===== config.mk =====
export PLATFORM = sky130hd
export DESIGN_NAME = fsw_host
export DESIGN_NICKNAME = d
export VERILOG_FILES = /design/src/hw/fsw_pkg.sv /design/src/hw/fsw_host.sv
export SDC_FILE = /design/constraint.sdc
export NUM_CORES = 1
export LEC_CHECK = 0
export BUFFER_PORTS_ARGS = -buffer_cell sky130_fd_sc_hd__buf_2
export CAP_MARGIN = 20
export CORE_MARGIN = 4
export CORE_UTILIZATION = 55
export DETAILED_ROUTE_END_ITERATION = 12
export PLACE_DENSITY = 0.83
export SYNTH_ARGS = -nofsm -noshare
export SYNTH_HDL_FRONTEND = slang
export SYNTH_SLANG_ARGS = --single-unit

===== constraint.sdc =====
create_clock -name clk_sys -period 4.95 [get_ports clk_sys]
set_clock_uncertainty 0.15 [all_clocks]
set_input_delay 0.99 -clock clk_sys [delete_from_list [all_inputs] [get_ports clk_sys]]
set_output_delay 0.99 -clock clk_sys [all_outputs]
set_load 0.01 [all_outputs]

===== src/hw/fsw_pkg.sv =====
// Package of constants and types for the parallel flash host controller
// Behaviour
// - Host presents valid address for status reads
// - Host waits recovery time after a hardware reset; after system reset it accepts commands at once
// - Host restarts program or erase cut by a hardware reset; system reset clears the replay
// - Unlock writes precede every program and erase
package fsw_pkg;
	// Clock and pin timing, in ns and in cycles of clk_sys
	localparam int CLK_NS       = 10;
	localparam int WE_LOW_NS    = 40;   // Well above the 5 ns glitch filter
	localparam int WE_HIGH_NS   = 30;
	localparam int RC_NS        = 70;   // read_cycle_time
	localparam int RP_NS        = 500;  // reset_pulse_time
	localparam int RHR_NS       = 50;   // reset_recovery_time
	localparam int SETTLE_NS    = 100;  // Ready/busy settle after last strobe
	localparam int WE_LOW_CYC   = (WE_LOW_NS + CLK_NS - 1) / CLK_NS;
	localparam int WE_HIGH_CYC  = (WE_HIGH_NS + CLK_NS - 1) / CLK_NS;
	localparam int RC_CYC       = (RC_NS + CLK_NS - 1) / CLK_NS;
	localparam int RP_CYC       = (RP_NS + CLK_NS - 1) / CLK_NS;
	localparam int RHR_CYC      = (RHR_NS + CLK_NS - 1) / CLK_NS;
	localparam int SETTLE_CYC   = (SETTLE_NS + CLK_NS - 1) / CLK_NS;
	localparam int SYNC_CYC     = 2;    // Depth of the pin synchronisers
	localparam int CNT_W        = 8;

	// Flash geometry
	localparam int FA_W = 22;
	localparam int FD_W = 16;

	// Boot area word ranges, by variant
	localparam logic [21:0] BOOT_BU_LO = 22'h000000;
	localparam logic [21:0] BOOT_BU_HI = 22'h007FFF;
	localparam logic [21:0] BOOT_TU_LO = 22'h3F8000;
	localparam logic [21:0] BOOT_TU_HI = 22'h3FFFFF;
	localparam logic [21:0] BOOT_BN_LO = 22'h000000;
	localparam logic [21:0] BOOT_BN_HI = 22'h001FFF;
	localparam logic [21:0] BOOT_TN_LO = 22'h3FE000;
	localparam logic [21:0] BOOT_TN_HI = 22'h3FFFFF;

	// Register byte offsets on the AHB-Lite side
	localparam logic [7:0] REG_CTRL   = 8'h00;
	localparam logic [7:0] REG_ADDR   = 8'h04;
	localparam logic [7:0] REG_WDATA  = 8'h08;
	localparam logic [7:0] REG_STATUS = 8'h0C;
	localparam logic [7:0] REG_RDATA  = 8'h10;
	localparam logic [7:0] REG_CFG    = 8'h14;

	// Field positions
	localparam int CTRL_RST_BIT = 31;
	localparam int ST_BUSY      = 0;
	localparam int ST_DONE      = 1;
	localparam int ST_REFUSED   = 2;
	localparam int ST_RESTART   = 3;
	localparam int ST_RB        = 4;
	localparam int CFG_WP       = 0;
	localparam logic [31:0] CFG_RESET = 32'h0000_0001;

	// Operations software may start
	typedef enum logic [3:0] {
		OP_READ       = 4'h0,
		OP_PROGRAM    = 4'h1,
		OP_BLK_ERASE  = 4'h2,
		OP_CHIP_ERASE = 4'h3,
		OP_QRY_ENTRY  = 4'h4,
		OP_QRY_EXIT   = 4'h5,
		OP_ID_ENTRY   = 4'h6,
		OP_ID_EXIT    = 4'h7,
		OP_ABORT_RST  = 4'h8,
		OP_HW_RESET   = 4'h9,
		OP_RAW_WRITE  = 4'hA
	} fsw_op_e;

	// Boot variants
	typedef enum logic [1:0] {
		BV_BOT_UNI = 2'b00,
		BV_TOP_UNI = 2'b01,
		BV_BOT_NON = 2'b10,
		BV_TOP_NON = 2'b11
	} fsw_boot_e;

	// One write cycle of a command sequence
	typedef struct packed {
		logic [FA_W-1:0] addr;
		logic [FD_W-1:0] data;
		logic            last;
	} fsw_wr_s;

	// Flash strobes and address driven by the host
	typedef struct packed {
		logic [FA_W-1:0] addr;
		logic            ce_n;
		logic            oe_n;
		logic            we_n;
		logic            wp_n;
		logic            rst_n;
	} fsw_pins_s;
endpackage : fsw_pkg


===== src/hw/fsw_host.sv =====
// Host controller that sequences commands onto a parallel NOR flash
//
// Design decisions made here: the register offsets and register access over AHB-Lite.
`timescale 1ns/1ps
module fsw_host
	import fsw_pkg::*;
#(
	parameter logic [21:0] UNLOCK_ADDR1 = 22'h000555,
	parameter logic [21:0] UNLOCK_ADDR2 = 22'h0002AA,
	parameter logic [21:0] QUERY_ADDR   = 22'h000055,
	parameter logic [15:0] UNLOCK_DATA1 = 16'h00AA,
	parameter logic [15:0] UNLOCK_DATA2 = 16'h0055,
	parameter logic [15:0] CMD_PROGRAM  = 16'h00A0,
	parameter logic [15:0] CMD_ERASE    = 16'h0080,
	parameter logic [15:0] CMD_BLOCK    = 16'h0030,
	parameter logic [15:0] CMD_CHIP     = 16'h0010,
	parameter logic [15:0] CMD_QUERY    = 16'h0098,
	parameter logic [15:0] CMD_ID       = 16'h0090,
	parameter logic [15:0] CMD_EXIT     = 16'h00F0
) (
	input  wire logic        clk_sys,
	input  wire logic        rst_n,
	// AHB-Lite slave
	input  wire logic        hsel,
	input  wire logic [31:0] haddr,
	input  wire logic [1:0]  htrans,
	input  wire logic        hwrite,
	input  wire logic [2:0]  hsize,
	input  wire logic [31:0] hwdata,
	input  wire logic        hready,
	output logic             hreadyout,
	output logic [31:0]      hrdata,
	output logic             hresp,
	// Flash pins
	output fsw_pins_s        flash_pins,
	output logic [15:0]      dq_out,
	output logic             dq_oe_n,
	input  wire logic [15:0] dq_in,
	input  wire logic        ready_busy_n
);
	if (WE_LOW_CYC < 1 || RP_CYC >= (1 << CNT_W)
			|| RC_CYC + SYNC_CYC >= (1 << CNT_W)) begin : g_bad_cnt
		$error("fsw_host: timing counts do not fit the counter");
	end

	typedef enum logic [3:0] {
		S_IDLE   = 4'h0,
		S_WSETUP = 4'h1,
		S_WLOW   = 4'h2,
		S_WHIGH  = 4'h3,
		S_SETTLE = 4'h4,
		S_WAITRB = 4'h5,
		S_READ   = 4'h6,
		S_RSTLO  = 4'h7,
		S_RSTREC = 4'h8
	} fsw_state_e;

	fsw_state_e        state_reg;
	fsw_op_e           op_reg;
	logic [CNT_W-1:0]  cnt_reg;
	logic [2:0]        step_reg;
	logic [21:0]       addr_reg;
	logic [15:0]       wdata_reg;
	logic [15:0]       rdata_reg;
	logic [31:0]       cfg_reg;
	logic              done_reg;
	logic              refused_reg;
	logic              restart_reg;
	logic [1:0]        rb_sync_reg;
	logic [15:0]       dq_s1_reg;
	logic [15:0]       dq_s2_reg;
	logic              a_wr_reg;
	logic              a_vld_reg;
	logic [7:0]        a_off_reg;
	fsw_wr_s           cur_wr;
	logic              is_alter;
	logic              boot_hit;
	logic              wr_ctrl;
	logic              wr_status;
	logic              hw_rst_req;

	// Write list of each command sequence; unlock pairs come first for program, erase, id entry and abort reset
	function automatic fsw_wr_s seq_step(input fsw_op_e op, input logic [2:0] st,
			input logic [21:0] a, input logic [15:0] d);
		fsw_wr_s w;
		w = '{addr: UNLOCK_ADDR1, data: UNLOCK_DATA1, last: 1'b0};
		if (st == 3'd1 || st == 3'd4) begin
			w.addr = UNLOCK_ADDR2;
			w.data = UNLOCK_DATA2;
		end
		case (op)
			OP_PROGRAM: begin
				if (st == 3'd2) w.data = CMD_PROGRAM;
				if (st == 3'd3) w = '{addr: a, data: d, last: 1'b1};
			end
			OP_BLK_ERASE, OP_CHIP_ERASE: begin
				if (st == 3'd2) w.data = CMD_ERASE;
				if (st == 3'd5) begin
					w.addr = (op == OP_BLK_ERASE) ? a : UNLOCK_ADDR1;
					w.data = (op == OP_BLK_ERASE) ? CMD_BLOCK : CMD_CHIP;
					w.last = 1'b1;
				end
			end
			OP_QRY_ENTRY: w = '{addr: QUERY_ADDR, data: CMD_QUERY, last: 1'b1};
			OP_ID_ENTRY, OP_ABORT_RST: begin
				if (st == 3'd2) begin
					w.data = (op == OP_ID_ENTRY) ? CMD_ID : CMD_EXIT;
					w.last = 1'b1;
				end
			end
			OP_QRY_EXIT, OP_ID_EXIT: w = '{addr: a, data: CMD_EXIT, last: 1'b1};
			default: w = '{addr: a, data: d, last: 1'b1};
		endcase
		return w;
	endfunction : seq_step

	// Boot range check for the selected variant
	always_comb begin
		case (fsw_boot_e'(cfg_reg[2:1]))
			BV_BOT_UNI: boot_hit = addr_reg >= BOOT_BU_LO && addr_reg <= BOOT_BU_HI;
			BV_TOP_UNI: boot_hit = addr_reg >= BOOT_TU_LO && addr_reg <= BOOT_TU_HI;
			BV_BOT_NON: boot_hit = addr_reg >= BOOT_BN_LO && addr_reg <= BOOT_BN_HI;
			BV_TOP_NON: boot_hit = addr_reg >= BOOT_TN_LO && addr_reg <= BOOT_TN_HI;
			default:    boot_hit = 1'b0;
		endcase
	end

	assign cur_wr   = seq_step(op_reg, step_reg, addr_reg, wdata_reg);
	assign is_alter = op_reg == OP_PROGRAM || op_reg == OP_BLK_ERASE || op_reg == OP_CHIP_ERASE;

	// AHB-Lite address phase capture; zero wait states, always OKAY
	assign hreadyout = 1'b1;
	assign hresp     = 1'b0;
	always_ff @(posedge clk_sys) begin
		if (!rst_n) begin
			a_vld_reg <= 1'b0;
			a_wr_reg  <= 1'b0;
			a_off_reg <= 8'h00;
		end else if (hready) begin
			a_vld_reg <= hsel && htrans[1];
			a_wr_reg  <= hwrite;
			a_off_reg <= {haddr[7:2], 2'b00};
		end
	end

	assign wr_ctrl    = a_vld_reg && a_wr_reg && a_off_reg == REG_CTRL;
	assign wr_status  = a_vld_reg && a_wr_reg && a_off_reg == REG_STATUS;
	assign hw_rst_req = wr_ctrl && hwdata[CTRL_RST_BIT];

	// Read mux; unmapped offsets read as zero
	always_comb begin
		hrdata = 32'h0000_0000;
		case (a_off_reg)
			REG_CTRL:   hrdata = {28'h0000000, op_reg};
			REG_ADDR:   hrdata = {10'h000, addr_reg};
			REG_WDATA:  hrdata = {16'h0000, wdata_reg};
			REG_STATUS: hrdata = {27'h0000000, rb_sync_reg[1], restart_reg, refused_reg,
					done_reg, state_reg != S_IDLE};
			REG_RDATA:  hrdata = {16'h0000, rdata_reg};
			REG_CFG:    hrdata = cfg_reg;
			default:    hrdata = 32'h0000_0000;
		endcase
	end

	// Software registers; address and data frozen while a sequence runs
	always_ff @(posedge clk_sys) begin
		if (!rst_n) begin
			addr_reg  <= 22'h000000;
			wdata_reg <= 16'h0000;
			cfg_reg   <= CFG_RESET;
		end else if (a_vld_reg && a_wr_reg && state_reg == S_IDLE) begin
			if (a_off_reg == REG_ADDR)  addr_reg  <= hwdata[21:0];
			if (a_off_reg == REG_WDATA) wdata_reg <= hwdata[15:0];
			if (a_off_reg == REG_CFG)   cfg_reg   <= {29'h00000000, hwdata[2:0]};
		end
	end

	// Two-stage synchronisers for pins that change outside clk_sys
	always_ff @(posedge clk_sys) begin
		if (!rst_n) begin
			rb_sync_reg <= 2'b11;
			dq_s1_reg   <= 16'h0000;
			dq_s2_reg   <= 16'h0000;
		end else begin
			rb_sync_reg <= {rb_sync_reg[0], ready_busy_n};
			dq_s1_reg   <= dq_in;
			dq_s2_reg   <= dq_s1_reg;
		end
	end

	// Sequencer
	always_ff @(posedge clk_sys) begin
		if (!rst_n) begin
			state_reg <= S_IDLE;
			op_reg    <= OP_READ;
			step_reg  <= 3'd0;
			cnt_reg   <= '0;
		end else if (hw_rst_req && state_reg != S_RSTLO && state_reg != S_RSTREC) begin
			state_reg <= S_RSTLO;
			cnt_reg   <= CNT_W'(RP_CYC);
		end else begin
			case (state_reg)
				S_IDLE: begin
					if (wr_ctrl && !hwdata[CTRL_RST_BIT]) begin
						op_reg   <= fsw_op_e'(hwdata[3:0]);
						step_reg <= 3'd0;
						if (fsw_op_e'(hwdata[3:0]) == OP_READ) begin
							state_reg <= S_READ;
							cnt_reg   <= CNT_W'(RC_CYC + SYNC_CYC);
						end else if (fsw_op_e'(hwdata[3:0]) == OP_HW_RESET) begin
							state_reg <= S_RSTLO;
							cnt_reg   <= CNT_W'(RP_CYC);
						end else if (!refuse_now(fsw_op_e'(hwdata[3:0]))) begin
							state_reg <= S_WSETUP;
						end
					end else if (restart_reg) begin
						state_reg <= S_WSETUP;
						step_reg  <= 3'd0;
					end
				end
				S_WSETUP: begin
					state_reg <= S_WLOW;
					cnt_reg   <= CNT_W'(WE_LOW_CYC);
				end
				S_WLOW: begin
					cnt_reg <= cnt_reg - 1'b1;
					if (cnt_reg == CNT_W'(1)) begin
						state_reg <= S_WHIGH;
						cnt_reg   <= CNT_W'(WE_HIGH_CYC);
					end
				end
				S_WHIGH: begin
					cnt_reg <= cnt_reg - 1'b1;
					if (cnt_reg == CNT_W'(1)) begin
						if (!cur_wr.last) begin
							state_reg <= S_WSETUP;
							step_reg  <= step_reg + 3'd1;
						end else if (is_alter) begin
							state_reg <= S_SETTLE;
							cnt_reg   <= CNT_W'(SETTLE_CYC + SYNC_CYC);
						end else begin
							state_reg <= S_IDLE;
						end
					end
				end
				S_SETTLE: begin
					cnt_reg <= cnt_reg - 1'b1;
					if (cnt_reg == CNT_W'(1)) state_reg <= S_WAITRB;
				end
				S_WAITRB: begin
					if (rb_sync_reg[1]) begin
						state_reg <= S_READ;
						cnt_reg   <= CNT_W'(RC_CYC + SYNC_CYC);
					end
				end
				S_READ: begin
					cnt_reg <= cnt_reg - 1'b1;
					if (cnt_reg == CNT_W'(1)) state_reg <= S_IDLE;
				end
				S_RSTLO: begin
					cnt_reg <= cnt_reg - 1'b1;
					if (cnt_reg == CNT_W'(1)) begin
						state_reg <= S_RSTREC;
						cnt_reg   <= CNT_W'(RHR_CYC);
					end
				end
				S_RSTREC: begin
					cnt_reg <= cnt_reg - 1'b1;
					if (cnt_reg == CNT_W'(1)) state_reg <= S_IDLE;
				end
				default: state_reg <= S_IDLE;
			endcase
		end
	end

	// Boot area writes are refused here when protection is on, so the flash never aborts
	function automatic logic refuse_now(input fsw_op_e op);
		logic alter;
		alter = op == OP_PROGRAM || op == OP_BLK_ERASE || op == OP_CHIP_ERASE;
		return alter && !cfg_reg[CFG_WP] && (boot_hit || op == OP_CHIP_ERASE);
	endfunction : refuse_now

	// Sticky flags; a new event wins over a clear in the same cycle
	always_ff @(posedge clk_sys) begin
		if (!rst_n) begin
			done_reg    <= 1'b0;
			refused_reg <= 1'b0;
		end else begin
			if (state_reg != S_IDLE && fsw_state_e'(state_reg) != S_RSTLO
					&& ((state_reg == S_READ || state_reg == S_RSTREC || state_reg == S_WHIGH)
					&& cnt_reg == CNT_W'(1) && (state_reg != S_WHIGH
					|| (cur_wr.last && !is_alter))))
				done_reg <= 1'b1;
			else if (wr_status && hwdata[ST_DONE])
				done_reg <= 1'b0;
			if (state_reg == S_IDLE && wr_ctrl && !hwdata[CTRL_RST_BIT]
					&& refuse_now(fsw_op_e'(hwdata[3:0])))
				refused_reg <= 1'b1;
			else if (wr_status && hwdata[ST_REFUSED])
				refused_reg <= 1'b0;
		end
	end

	// An alter cut by a hardware reset is replayed once recovery ends
	always_ff @(posedge clk_sys) begin
		if (!rst_n)
			restart_reg <= 1'b0;
		else if (hw_rst_req && is_alter && state_reg != S_IDLE && state_reg != S_READ
				&& state_reg != S_RSTLO && state_reg != S_RSTREC)
			restart_reg <= 1'b1;
		else if (state_reg == S_IDLE && restart_reg && !wr_ctrl)
			restart_reg <= 1'b0;
	end

	// Captured read word; status reads use the target address
	always_ff @(posedge clk_sys) begin
		if (!rst_n)
			rdata_reg <= 16'h0000;
		else if (state_reg == S_READ && cnt_reg == CNT_W'(1))
			rdata_reg <= dq_s2_reg;
	end

	// Pin drivers; write enable only falls while output enable is high
	always_ff @(posedge clk_sys) begin
		if (!rst_n) begin
			flash_pins <= '{addr: '0, ce_n: 1'b1, oe_n: 1'b1, we_n: 1'b1, wp_n: 1'b1,
					rst_n: 1'b0};
			dq_out     <= 16'h0000;
			dq_oe_n    <= 1'b1;
		end else begin
			flash_pins.rst_n <= state_reg != S_RSTLO;
			flash_pins.wp_n  <= cfg_reg[CFG_WP];
			flash_pins.ce_n  <= !(state_reg == S_WSETUP || state_reg == S_WLOW
					|| state_reg == S_READ);
			flash_pins.oe_n  <= state_reg != S_READ;
			flash_pins.we_n  <= state_reg != S_WLOW;
			flash_pins.addr  <= (state_reg == S_WSETUP || state_reg == S_WLOW)
					? cur_wr.addr : addr_reg;
			dq_out           <= cur_wr.data;
			dq_oe_n          <= !(state_reg == S_WSETUP || state_reg == S_WLOW
					|| state_reg == S_WHIGH);
		end
	end
endmodule : fsw_host


==> flow_summary_export.csv, run 1 <==
group,metric,value,unit
yosys,synth_top_area_cell,"dfxtp_1",
critical_path,timing.rr.end,"addr_reg[7]$_SDFFE_PN0P_",
yosys,synth.area.mux_share,0.0295,
cells_and_area,drive_above_1_share,0.177,
global_routing,track_usage,0.243,
global_routing,antenna_found_initial,0,
critical_path,worstPathMaxFanout,21,
global_routing,grt_pass1_wl,29000,µm
cells_and_area,largest_reg_flops,27,
critical_path,rrSetupSlack,1.85,ns
hold_path,worstHoldEndpoint,"rb_sync_reg[1]$_SDFF_PN1_",
hold_path,whs_path_depth,1,
hold_path,worstHoldPathType,"reg -> reg",
drt,dr.first_iter.drc_count,948,
critical_path,start_kind,"flop",
floorplanning,core-area,12800,µm²
critical_path,crit_start,"a_off_reg[4]$_SDFFE_PN0P_",
cells_and_area,final_cells,1148,
hold_path,holdCritStartpoint,"rb_sync_reg[0]$_SDFF_PN1_",
yosys,ys_seq_elements,165,
yosys,synth_cell_types,72,
timing,period_minus_slack,3.88,ns
timing,slew_viol_final,0,
yosys,synth_top_family_by_area,"simple AND/OR/NAND/NOR gates",
placement,gp_congestion,0.908,
global_routing,grt_max_degree,74,
cells_and_area,seq_area,3300,µm²
yosys,mappedNetlistArea,7300,µm²
yosys,ys.flop_type,"dfxtp_1",
yosys,syn_inst,883,
yosys,yosysTopAreaCellShare,0.452,
yosys,avgSynthCellArea,8.27,µm²
critical_path,r2r_start,"a_off_reg[4]$_SDFFE_PN0P_",
yosys,synthSimpleGateAreaFrac,0.257,
drt,firstDrtPassIters,6,
floorplanning,die_h,123,µm
clock_network,cts_resized,0,
critical_path,cp_data_arrival_time,2.74,ns
yosys,seq_area_frac_synth,0.452,
timing,relSlewSlack,0.340,
yosys,ys_async_sr_fraction,0,
floorplanning,die_width,123,µm
timing,setup_violations,0,
cells_and_area,fill_cells,1077,
run,maxCapViolations,0,
global_routing,grt_overflow,0,
drt,wl_per_cell,16.3,µm
timing,worst_pin_slew,0.987,ns
cells_and_area,num_antenna_cells,0,
clock_network,htreeDepth,4,
timing,hold_violations,0,
cells_and_area,layout_common_cells,"165 x dfxtp_1, 158 x nand2_1, 117 x buf_2",
cells_and_area,final_area,8440,µm²
power_and_ir_drop,vdd_drop_max,0.000310,V
floorplanning,ios,169,
timing,timing.fmax,258,MHz
critical_path,end_kind,"output port",
timing,rsz0062_at_grt,"false",
floorplanning,rows,41,
timing,fin_ws,1.07,ns
placement,dp_cells,1116,
critical_path,cpPeakStageDelay,0.77,ns
clock_network,cts_tree,"built",
critical_path,crit_required,3.81,ns
placement,port-buffer-count,117,
critical_path,cp_slowest_cell,"and3b_1",
clock_network,cts_buffers,17,
yosys,synth_compound_area_frac,0.185,
drt,drc,0,
global_routing,grt_pass1_vias,5860,
cells_and_area,nets,1061,
clock_network,clk_pin_slew_worst_paths,0.06,ns
placement,place_area,7860,µm²
critical_path,worstSetupPathType,"reg -> out",
power_and_ir_drop,powerDensity,417,nW/µm²
yosys,synthAdderAreaFrac,0.0120,
placement,post-dp-hpwl,12800,µm
floorplanning,die_area,15200,µm²
outcome,status,"finished clean",
power_and_ir_drop,leakage,0.00353,µW
clock_network,ctsHoldBuffers,0,
clock_network,insertion_delay,0.43,ns
yosys,ys_warn_count,0,
yosys,synth_edf_count,0,
critical_path,rr_worst_depth,5,
drt,postRouteAntennaNets,0,
yosys,yosys-top-cells-area,"dfxtp_1 45%, nand2_1 8.1%, a21oi_1 6.7%, and2_1 3.8%, o21ai_0 2.8%",
clock_network,postCtsSetupRepairBufs,0,
placement,preCtsSetupSlack,1.55,ns
critical_path,crit_chain,"nor4_4 -> and3b_1 -> a22oi_1 -> o21ai_0 -> buf_2",
clock_network,cts.path.max_buffers,2,
drt,num_vias,6615,
cells_and_area,multiInputGateArea,3610,µm²
timing,finalSetupTns,0,ns
clock_network,cts_root_buf,"clkbuf_16",
cells_and_area,area_growth,15.6,%
clock_network,cts.sinks,165,
cells_and_area,final_common_cell,"dfxtp_1",
floorplanning,start_util,0.569,
timing,min_period_over_period,0.784,
drt,vias_per_cell,5.76,
drt,routed_wl,18700,µm
yosys,synth_xor_area_frac,0.00480,
==> area by class of cell <==
| type | count | area share |
|---|---|---|
| inverter | 27 | 0.0120 |
| sequential | 165 | 0.391 |
| clock buffer | 18 | 0.0520 |
| timing repair buffer | 122 | 0.0747 |
| clock inverter | 14 | 0.0169 |
| multi-input combinational | 630 | 0.428 |
| tap | 172 | 0.0255 |
==> synthesized netlist by cell type, drive strengths merged, types with 3 or more instances <==
cell and instances:
nor3 13, dfxtp 165, a22o 4, and3 28
a21oi 98, nor4 6, o211ai 4, o221a 4
o21a 5, nand2 158, mux2i 17, ha 7
and2 46, nand3b 3, or3 5, a22oi 6
o21ai 41, nand3 20, a31oi 7, clkbuf 49
a222oi 11, nor2b 6, a311oi 5, or4b 3
inv 27, nand4b 3, and4 4, buf 22
nand4 4, nor2 47, nor3b 4, nand2b 14
o22ai 5
==> worst max-delay path, delay by kind of cell, from the launching register on <==
| family | cells | cell delay (ns) |
|---|---|---|
| AOI/OAI and AO/OA | 2 | 0.40 |
| buffers and inverters | 1 | 0.20 |
| DFF | 1 | 0.34 |
| and+or+nand+nor | 2 | 1.37 |
==> layer usage <==
metal	GRT usage	vias to the layer above	share of wire
met5	0	-	0
met2	0.379	373	0.46
met4	0.0851	0	0.025
met1	0.331	2981	0.42
met3	0.0586	51	0.10
li1	-	3210	-
==> how the worst max path moves through the flow <==
stage / slack [ns] / cells past startpoint / to
final: 1.07 / 5 / hrdata[4]
after global routing: 0.89 / 5 / hrdata[4]
after CTS: 1.10 / 5 / hrdata[4]
after detailed placement: 1.55 / 5 / hrdata[4]
after global placement: 1.52 / 5 / hrdata[4]
after floorplan: 2.02 / 6 / hrdata[4]
==> power by group <==
group	switching [µW]	internal, µW
logic	442	290
registers	110	1390
clock network	568	720
==> through the flow <==
| stage | hold WS, ns | utilization | power (µW) |
|---|---|---|---|
| after detailed placement | 0.259 | 0.613 | 2240 |
| after global routing | 0.291 | 0.658 | 3680 |
| after floorplan | 0.236 | - | 2070 |
| after global placement | 0.243 | 0.612 | 2230 |
| after CTS | 0.273 | 0.658 | 3510 |
| final | 0.270 | 0.658 | 3520 |
==> cells by family after synthesis <==
logic type / count (synthesis)
AO/OA/AOI/OAI: 216
XOR/XNOR: 4
adder cells (fa/ha/maj): 7
other: 2
AND/OR/NAND/NOR: 371
multiplexers: 20
flip-flops: 165
buffers and inverters: 98
Note: power is estimated with default switching activity, not from simulation.
==> inputs of run 2 (changes only) <==
ABC_AREA = 1   (was unset)
CORE_UTILIZATION = 49   (was 55)
PLACE_DENSITY = 0.78   (was 0.83)
clock period = 3.25 ns   (was 4.95 ns; I/O delays follow)
==> flow_summary_export.csv, run 2 <==
group,metric,value,unit
placement,gp_congestion,0.960,
drt,firstDrtPassIters,5,
cells_and_area,layout_common_cells,"166 x nand2_1, 165 x dfxtp_1, 132 x nor2_1",
yosys,mappedNetlistArea,7370,µm²
yosys,ys_async_sr_fraction,0,
timing,timing.fmax,327,MHz
yosys,avgSynthCellArea,7.37,µm²
yosys,ys.flop_type,"dfxtp_1",
drt,routed_wl,18500,µm
critical_path,start_kind,"flop",
drt,drc,0,
yosys,seq_area_frac_synth,0.448,
floorplanning,die_h,131,µm
clock_network,cts_resized,0,
clock_network,insertion_delay,0.43,ns
yosys,netlist_top_cells_count,"166 x nand2_1, 165 x dfxtp_1, 132 x nor2_1",
clock_network,cts_root_buf,"clkbuf_16",
cells_and_area,largest_reg_flops,27,
critical_path,crit_start,"a_off_reg[6]$_SDFFE_PN0P_",
timing,relSlewSlack,0.407,
critical_path,cp_num_cells,9,
global_routing,track_usage,0.222,
drt,vias_per_cell,5.22,
power_and_ir_drop,powerDensity,631,nW/µm²
placement,post-dp-hpwl,13100,µm
critical_path,crit_required,2.45,ns
timing,min_period_over_period,0.941,
floorplanning,start_util,0.503,
yosys,yosysTopAreaCellShare,0.448,
critical_path,crit_chain,"nor2_2 -> nand2_2 -> inv_1 -> nand2_1 -> buf_4 -> inv_1 -> nand2_1 -> o2111ai_1 -> buf_2",
clock_network,cts.path.max_buffers,2,
timing,slew_viol_final,0,
yosys,ys_warn_count,0,
drt,num_vias,6787,
critical_path,critPathBufInv,4,
critical_path,rr_worst_depth,10,
global_routing,grt_overflow,0,
global_routing,grt_pass1_vias,5985,
power_and_ir_drop,vdd_drop_max,0.000404,V
timing,setup_violations,0,
yosys,synth_top_area_cell,"dfxtp_1",
yosys,yosysMostFrequentCell,"nand2_1",
outcome,status,"finished clean",
critical_path,cpPeakStageDelay,0.34,ns
power_and_ir_drop,leakage,0.00422,µW
critical_path,rrSetupSlack,1.01,ns
critical_path,crit_end,"hrdata[4]",
cells_and_area,area_growth,16.8,%
clock_network,postCtsSetupRepairBufs,0,
cells_and_area,fill_cells,1312,
critical_path,cp_data_arrival_time,2.26,ns
clock_network,cts.sinks,165,
run,maxCapViolations,0,
clock_network,cts_tree,"built",
floorplanning,die_area,17100,µm²
timing,period_minus_slack,3.06,ns
critical_path,cp_slowest_cell,"inv_1",
yosys,synth_cell_types,44,
timing,hold_violations,0,
hold_path,worstHoldPathType,"in -> reg",
critical_path,timing.rr.end,"state_reg[2]$_SDFFE_PN0P_",
floorplanning,die_width,131,µm
yosys,syn_inst,999,
timing,finalSetupTns,0,ns
clock_network,htreeDepth,4,
clock_network,cts_buffers,17,
critical_path,r2r_start,"state_reg[1]$_SDFFE_PN0P_",
critical_path,worstSetupPathType,"reg -> out",
yosys,synth_edf_count,0,
floorplanning,core-area,14600,µm²
timing,worst_pin_slew,0.888,ns
cells_and_area,drive_above_1_share,0.184,
global_routing,antenna_found_initial,2,
global_routing,grt_pass1_wl,29900,µm
drt,wl_per_cell,14.2,µm
timing,hold_ws,0.248,ns
cells_and_area,final_common_cell,"nand2_1",
placement,port-buffer-count,117,
critical_path,end_kind,"output port",
clock_network,ctsHoldBuffers,0,
cells_and_area,nets,1198,
floorplanning,ios,169,
timing,rsz0062_at_grt,"false",
critical_path,path_delay_family,"buffers and inverters",
drt,dr.first_iter.drc_count,710,
drt,postRouteAntennaNets,0,
global_routing,grt_max_degree,139,
yosys,yosys-top-cells-area,"dfxtp_1 45%, nand2_1 8.5%, nor2_1 6.7%, inv_1 6.1%, o21ai_0 5.4%",
cells_and_area,utilization,0.588,
critical_path,worstPathMaxFanout,12,
clock_network,clk_pin_slew_worst_paths,0.07,ns
yosys,ys_seq_elements,165,
floorplanning,rows,44,
run 2: cell families after synthesis:
logic type      after synthesis  synth area share
flops                       165             0.448
other cells                   2           0.00102
buf+inv                     180             0.105
simple gates                426             0.267
fa+ha+maj                     7            0.0119
xor+xnor                      4           0.00476
compound gates              215             0.162
run 2: worst min-delay path by stage:
stage | slack (ns) | endpoint | start | cells past startpoint
6_report | 0.25 | dq_s1_reg[7]$_SDFF_PN0_ | dq_in[7] | 3
5_1_grt | 0.24 | dq_s1_reg[14]$_SDFF_PN0_ | dq_in[14] | 3
4_1_cts | 0.23 | dq_s1_reg[7]$_SDFF_PN0_ | dq_in[7] | 3
3_5_place_dp | 0.25 | dq_s2_reg[8]$_SDFF_PN0_ | dq_s1_reg[8]$_SDFF_PN0_ | 2
3_3_place_gp | 0.25 | dq_s2_reg[9]$_SDFF_PN0_ | dq_s1_reg[9]$_SDFF_PN0_ | 2
2_1_floorplan | 0.24 | dq_s2_reg[0]$_SDFF_PN0_ | dq_s1_reg[0]$_SDFF_PN0_ | 2
run 2: layout make-up:
cell class | instances | area [µm²] | area share
clock inverters | 15 | 188 | 0.0218
clock buffers | 17 | 425 | 0.0494
flip-flops and latches | 165 | 3300 | 0.384
diodes | 2 | 5.00 | 0.000582
inverters | 132 | 500 | 0.0582
multi-input cells | 664 | 3330 | 0.387
well taps | 184 | 230 | 0.0268
repair buffers | 120 | 623 | 0.0724
run 2: worst register-to-register path, cell delays in order (launching register included):
cell,delay [ns]
dfxtp_1,0.35
inv_1,0.10
nor2_1,0.06
nand2_1,0.55
nand2_1,0.23
o21bai_1,0.20
nand3_1,0.11
nand2_1,0.08
nand2_2,0.10
nor2_1,0.14
nor2_1,0.06
run 2: per-stage QoR:
stage | area, µm² | instances | setup WS (ns) | power (µW)
floorplan | 7400 | 1009 | 1.12 | 3150
global placement | 7990 | 1265 | 0.706 | 3400
detailed placement | 7990 | 1265 | 0.655 | 3410
CTS | 8600 | 1297 | 0.178 | 5440
global route | 8600 | 1299 | 0.0590 | 5710
finish | 8600 | 1299 | 0.190 | 5430
run 2: where the power goes:
group	switching (µW)	internal (µW)
Sequential	84.1	2130
Clock	929	1110
Combinational	795	385
run 2: layer usage:
| metal | track usage | routed length (µm) | vias up |
|---|---|---|---|
| met5 | 0 | 0 | - |
| met4 | 0.106 | 636 | 0 |
| met3 | 0.0431 | 1410 | 40 |
| met2 | 0.338 | 8220 | 287 |
| met1 | 0.303 | 8210 | 3023 |
| li1 | - | - | 3437 |
==> inputs of run 3 (changes only) <==
CORE_ASPECT_RATIO = 0.7   (was unset)
==> flow_summary_export.csv, run 3 (synthesized netlist as in run 2, its figures left out) <==
group,metric,value,unit
timing,rsz0062_at_grt,"false",
power_and_ir_drop,leakage,0.00420,µW
power_and_ir_drop,vdd_drop_max,0.000372,V
cells_and_area,fill_cells,1367,
clock_network,ctsHoldBuffers,0,
drt,vias_per_cell,5.18,
floorplanning,core-area,14700,µm²
global_routing,grt_max_degree,139,
outcome,status,"finished clean",
cells_and_area,final_common_cell,"nand2_1",
global_routing,track_usage,0.230,
placement,port-buffer-count,117,
clock_network,cts_buffers,17,
drt,firstDrtPassIters,5,
cells_and_area,largest_reg_flops,27,
cells_and_area,final_area,8590,µm²
cells_and_area,multiInputGateArea,3330,µm²
drt,drc,0,
critical_path,worstPathMaxFanout,12,
critical_path,start_kind,"flop",
timing,setup_violations,0,
timing,finalSetupTns,0,ns
clock_network,cts_root_buf,"clkbuf_16",
hold_path,worstHoldPathType,"in -> reg",
clock_network,cts_resized,0,
cells_and_area,layout_common_cells,"166 x nand2_1, 165 x dfxtp_1, 132 x nor2_1",
timing,fin_ws,0.291,ns
timing,hold_violations,0,
floorplanning,die_area,17100,µm²
clock_network,cts.path.max_buffers,2,
placement,post-dp-hpwl,14000,µm
cells_and_area,area_growth,16.6,%
floorplanning,die_width,155,µm
cells_and_area,utilization,0.583,
timing,worst_pin_slew,0.884,ns
cells_and_area,nets,1200,
clock_network,clk_pin_slew_worst_paths,0.07,ns
timing,min_period_over_period,0.911,
floorplanning,start_util,0.500,
timing,slew_viol_final,0,
floorplanning,die_h,111,µm
placement,gp_congestion,0.959,
floorplanning,ios,169,
cells_and_area,seq_area,3300,µm²
global_routing,grt_overflow,0,
cells_and_area,drive_above_1_share,0.185,
critical_path,worstSetupPathType,"reg -> out",
drt,routed_wl,19900,µm
placement,preCtsSetupSlack,0.747,ns
drt,num_vias,6785,
power_and_ir_drop,finalPower,5400,µW
drt,dr.first_iter.drc_count,581,
clock_network,htreeDepth,4,
run,maxCapViolations,0,
timing,timing.fmax,338,MHz
global_routing,grt_pass1_vias,6003,
power_and_ir_drop,powerDensity,629,nW/µm²
drt,postRouteAntennaNets,0,
critical_path,cp_data_arrival_time,2.16,ns
global_routing,grt_pass1_wl,31700,µm
timing,period_minus_slack,2.96,ns
critical_path,end_kind,"output port",
clock_network,insertion_delay,0.43,ns
timing,relSlewSlack,0.410,
global_routing,antenna_found_initial,0,
drt,wl_per_cell,15.2,µm
clock_network,cts.sinks,165,
critical_path,crit_required,2.45,ns
floorplanning,rows,37,
cells_and_area,num_antenna_cells,0,
placement,place_area,8020,µm²
clock_network,cts_tree,"built",
clock_network,postCtsSetupRepairBufs,0,
run 3: cell count changes in the layout (fill, tap and decap cells not counted):
| cell | change |
|---|---|
| clkinv_8 | -4 |
| inv_8 | -3 |
| buf_4 | +2 |
| clkbuf_8 | +2 |
| clkinv_4 | +2 |
| clkinvlp_4 | +2 |
| diode_2 | -2 |
run 3: worst max-delay path: stages (launching register included):
cell,delay (ns)
dfxtp_1,0.31
nor2_2,0.17
nand2_2,0.14
inv_1,0.08
nand2_1,0.05
buf_4,0.19
inv_1,0.34
nand2_1,0.13
o2111ai_1,0.15
buf_2,0.18
run 3: final timing paths:
path                            slack (ns)                       from  cells past startpoint                       end
worst max-delay path                  0.29  a_off_reg[6]$_SDFFE_PN0P_                      9                 hrdata[4]
worst min-delay path                  0.25                  dq_in[12]                      3  dq_s1_reg[12]$_SDFF_PN0_
worst max register to register        1.01   step_reg[0]$_SDFFE_PN0P_                      9   cnt_reg[5]$_SDFFE_PN0P_
worst min register to register        0.26    dq_s1_reg[0]$_SDFF_PN0_                      2   dq_s2_reg[0]$_SDFF_PN0_
run 3: stage by stage:
| stage | hold WS, ns | std cells |
|---|---|---|
| after global routing | 0.245 | 1309 |
| after floorplan | 0.240 | 1009 |
| after detailed placement | 0.251 | 1278 |
| after global placement | 0.248 | 1278 |
| after CTS | 0.245 | 1309 |
| final | 0.249 | 1309 |
run 3: cell type report:
cell class              instances  area share
well taps                     195      0.0284
flip-flops and latches        165       0.385
repair buffers                122      0.0743
inverters                     132      0.0583
multi-input cells             664       0.388
clock inverters                12      0.0141
clock buffers                  19      0.0527
run 3: power by group:
group | switching, µW | internal, µW | leakage, µW
combinational | 828 | 390 | 0.00259
sequential | 85.9 | 2130 | 0.00134
clock | 867 | 1110 | 0.000275
total | 1780 | 3620 | 0.00420
run 3: layer usage:
metal / track usage / vias to the layer above / part of all wire
met2: 0.323 / 309 / 0.41
met1: 0.353 / 3014 / 0.47
met5: 0 / - / 0
li1: - / 3431 / -
met3: 0.0462 / 31 / 0.10
met4: 0.0706 / 0 / 0.016
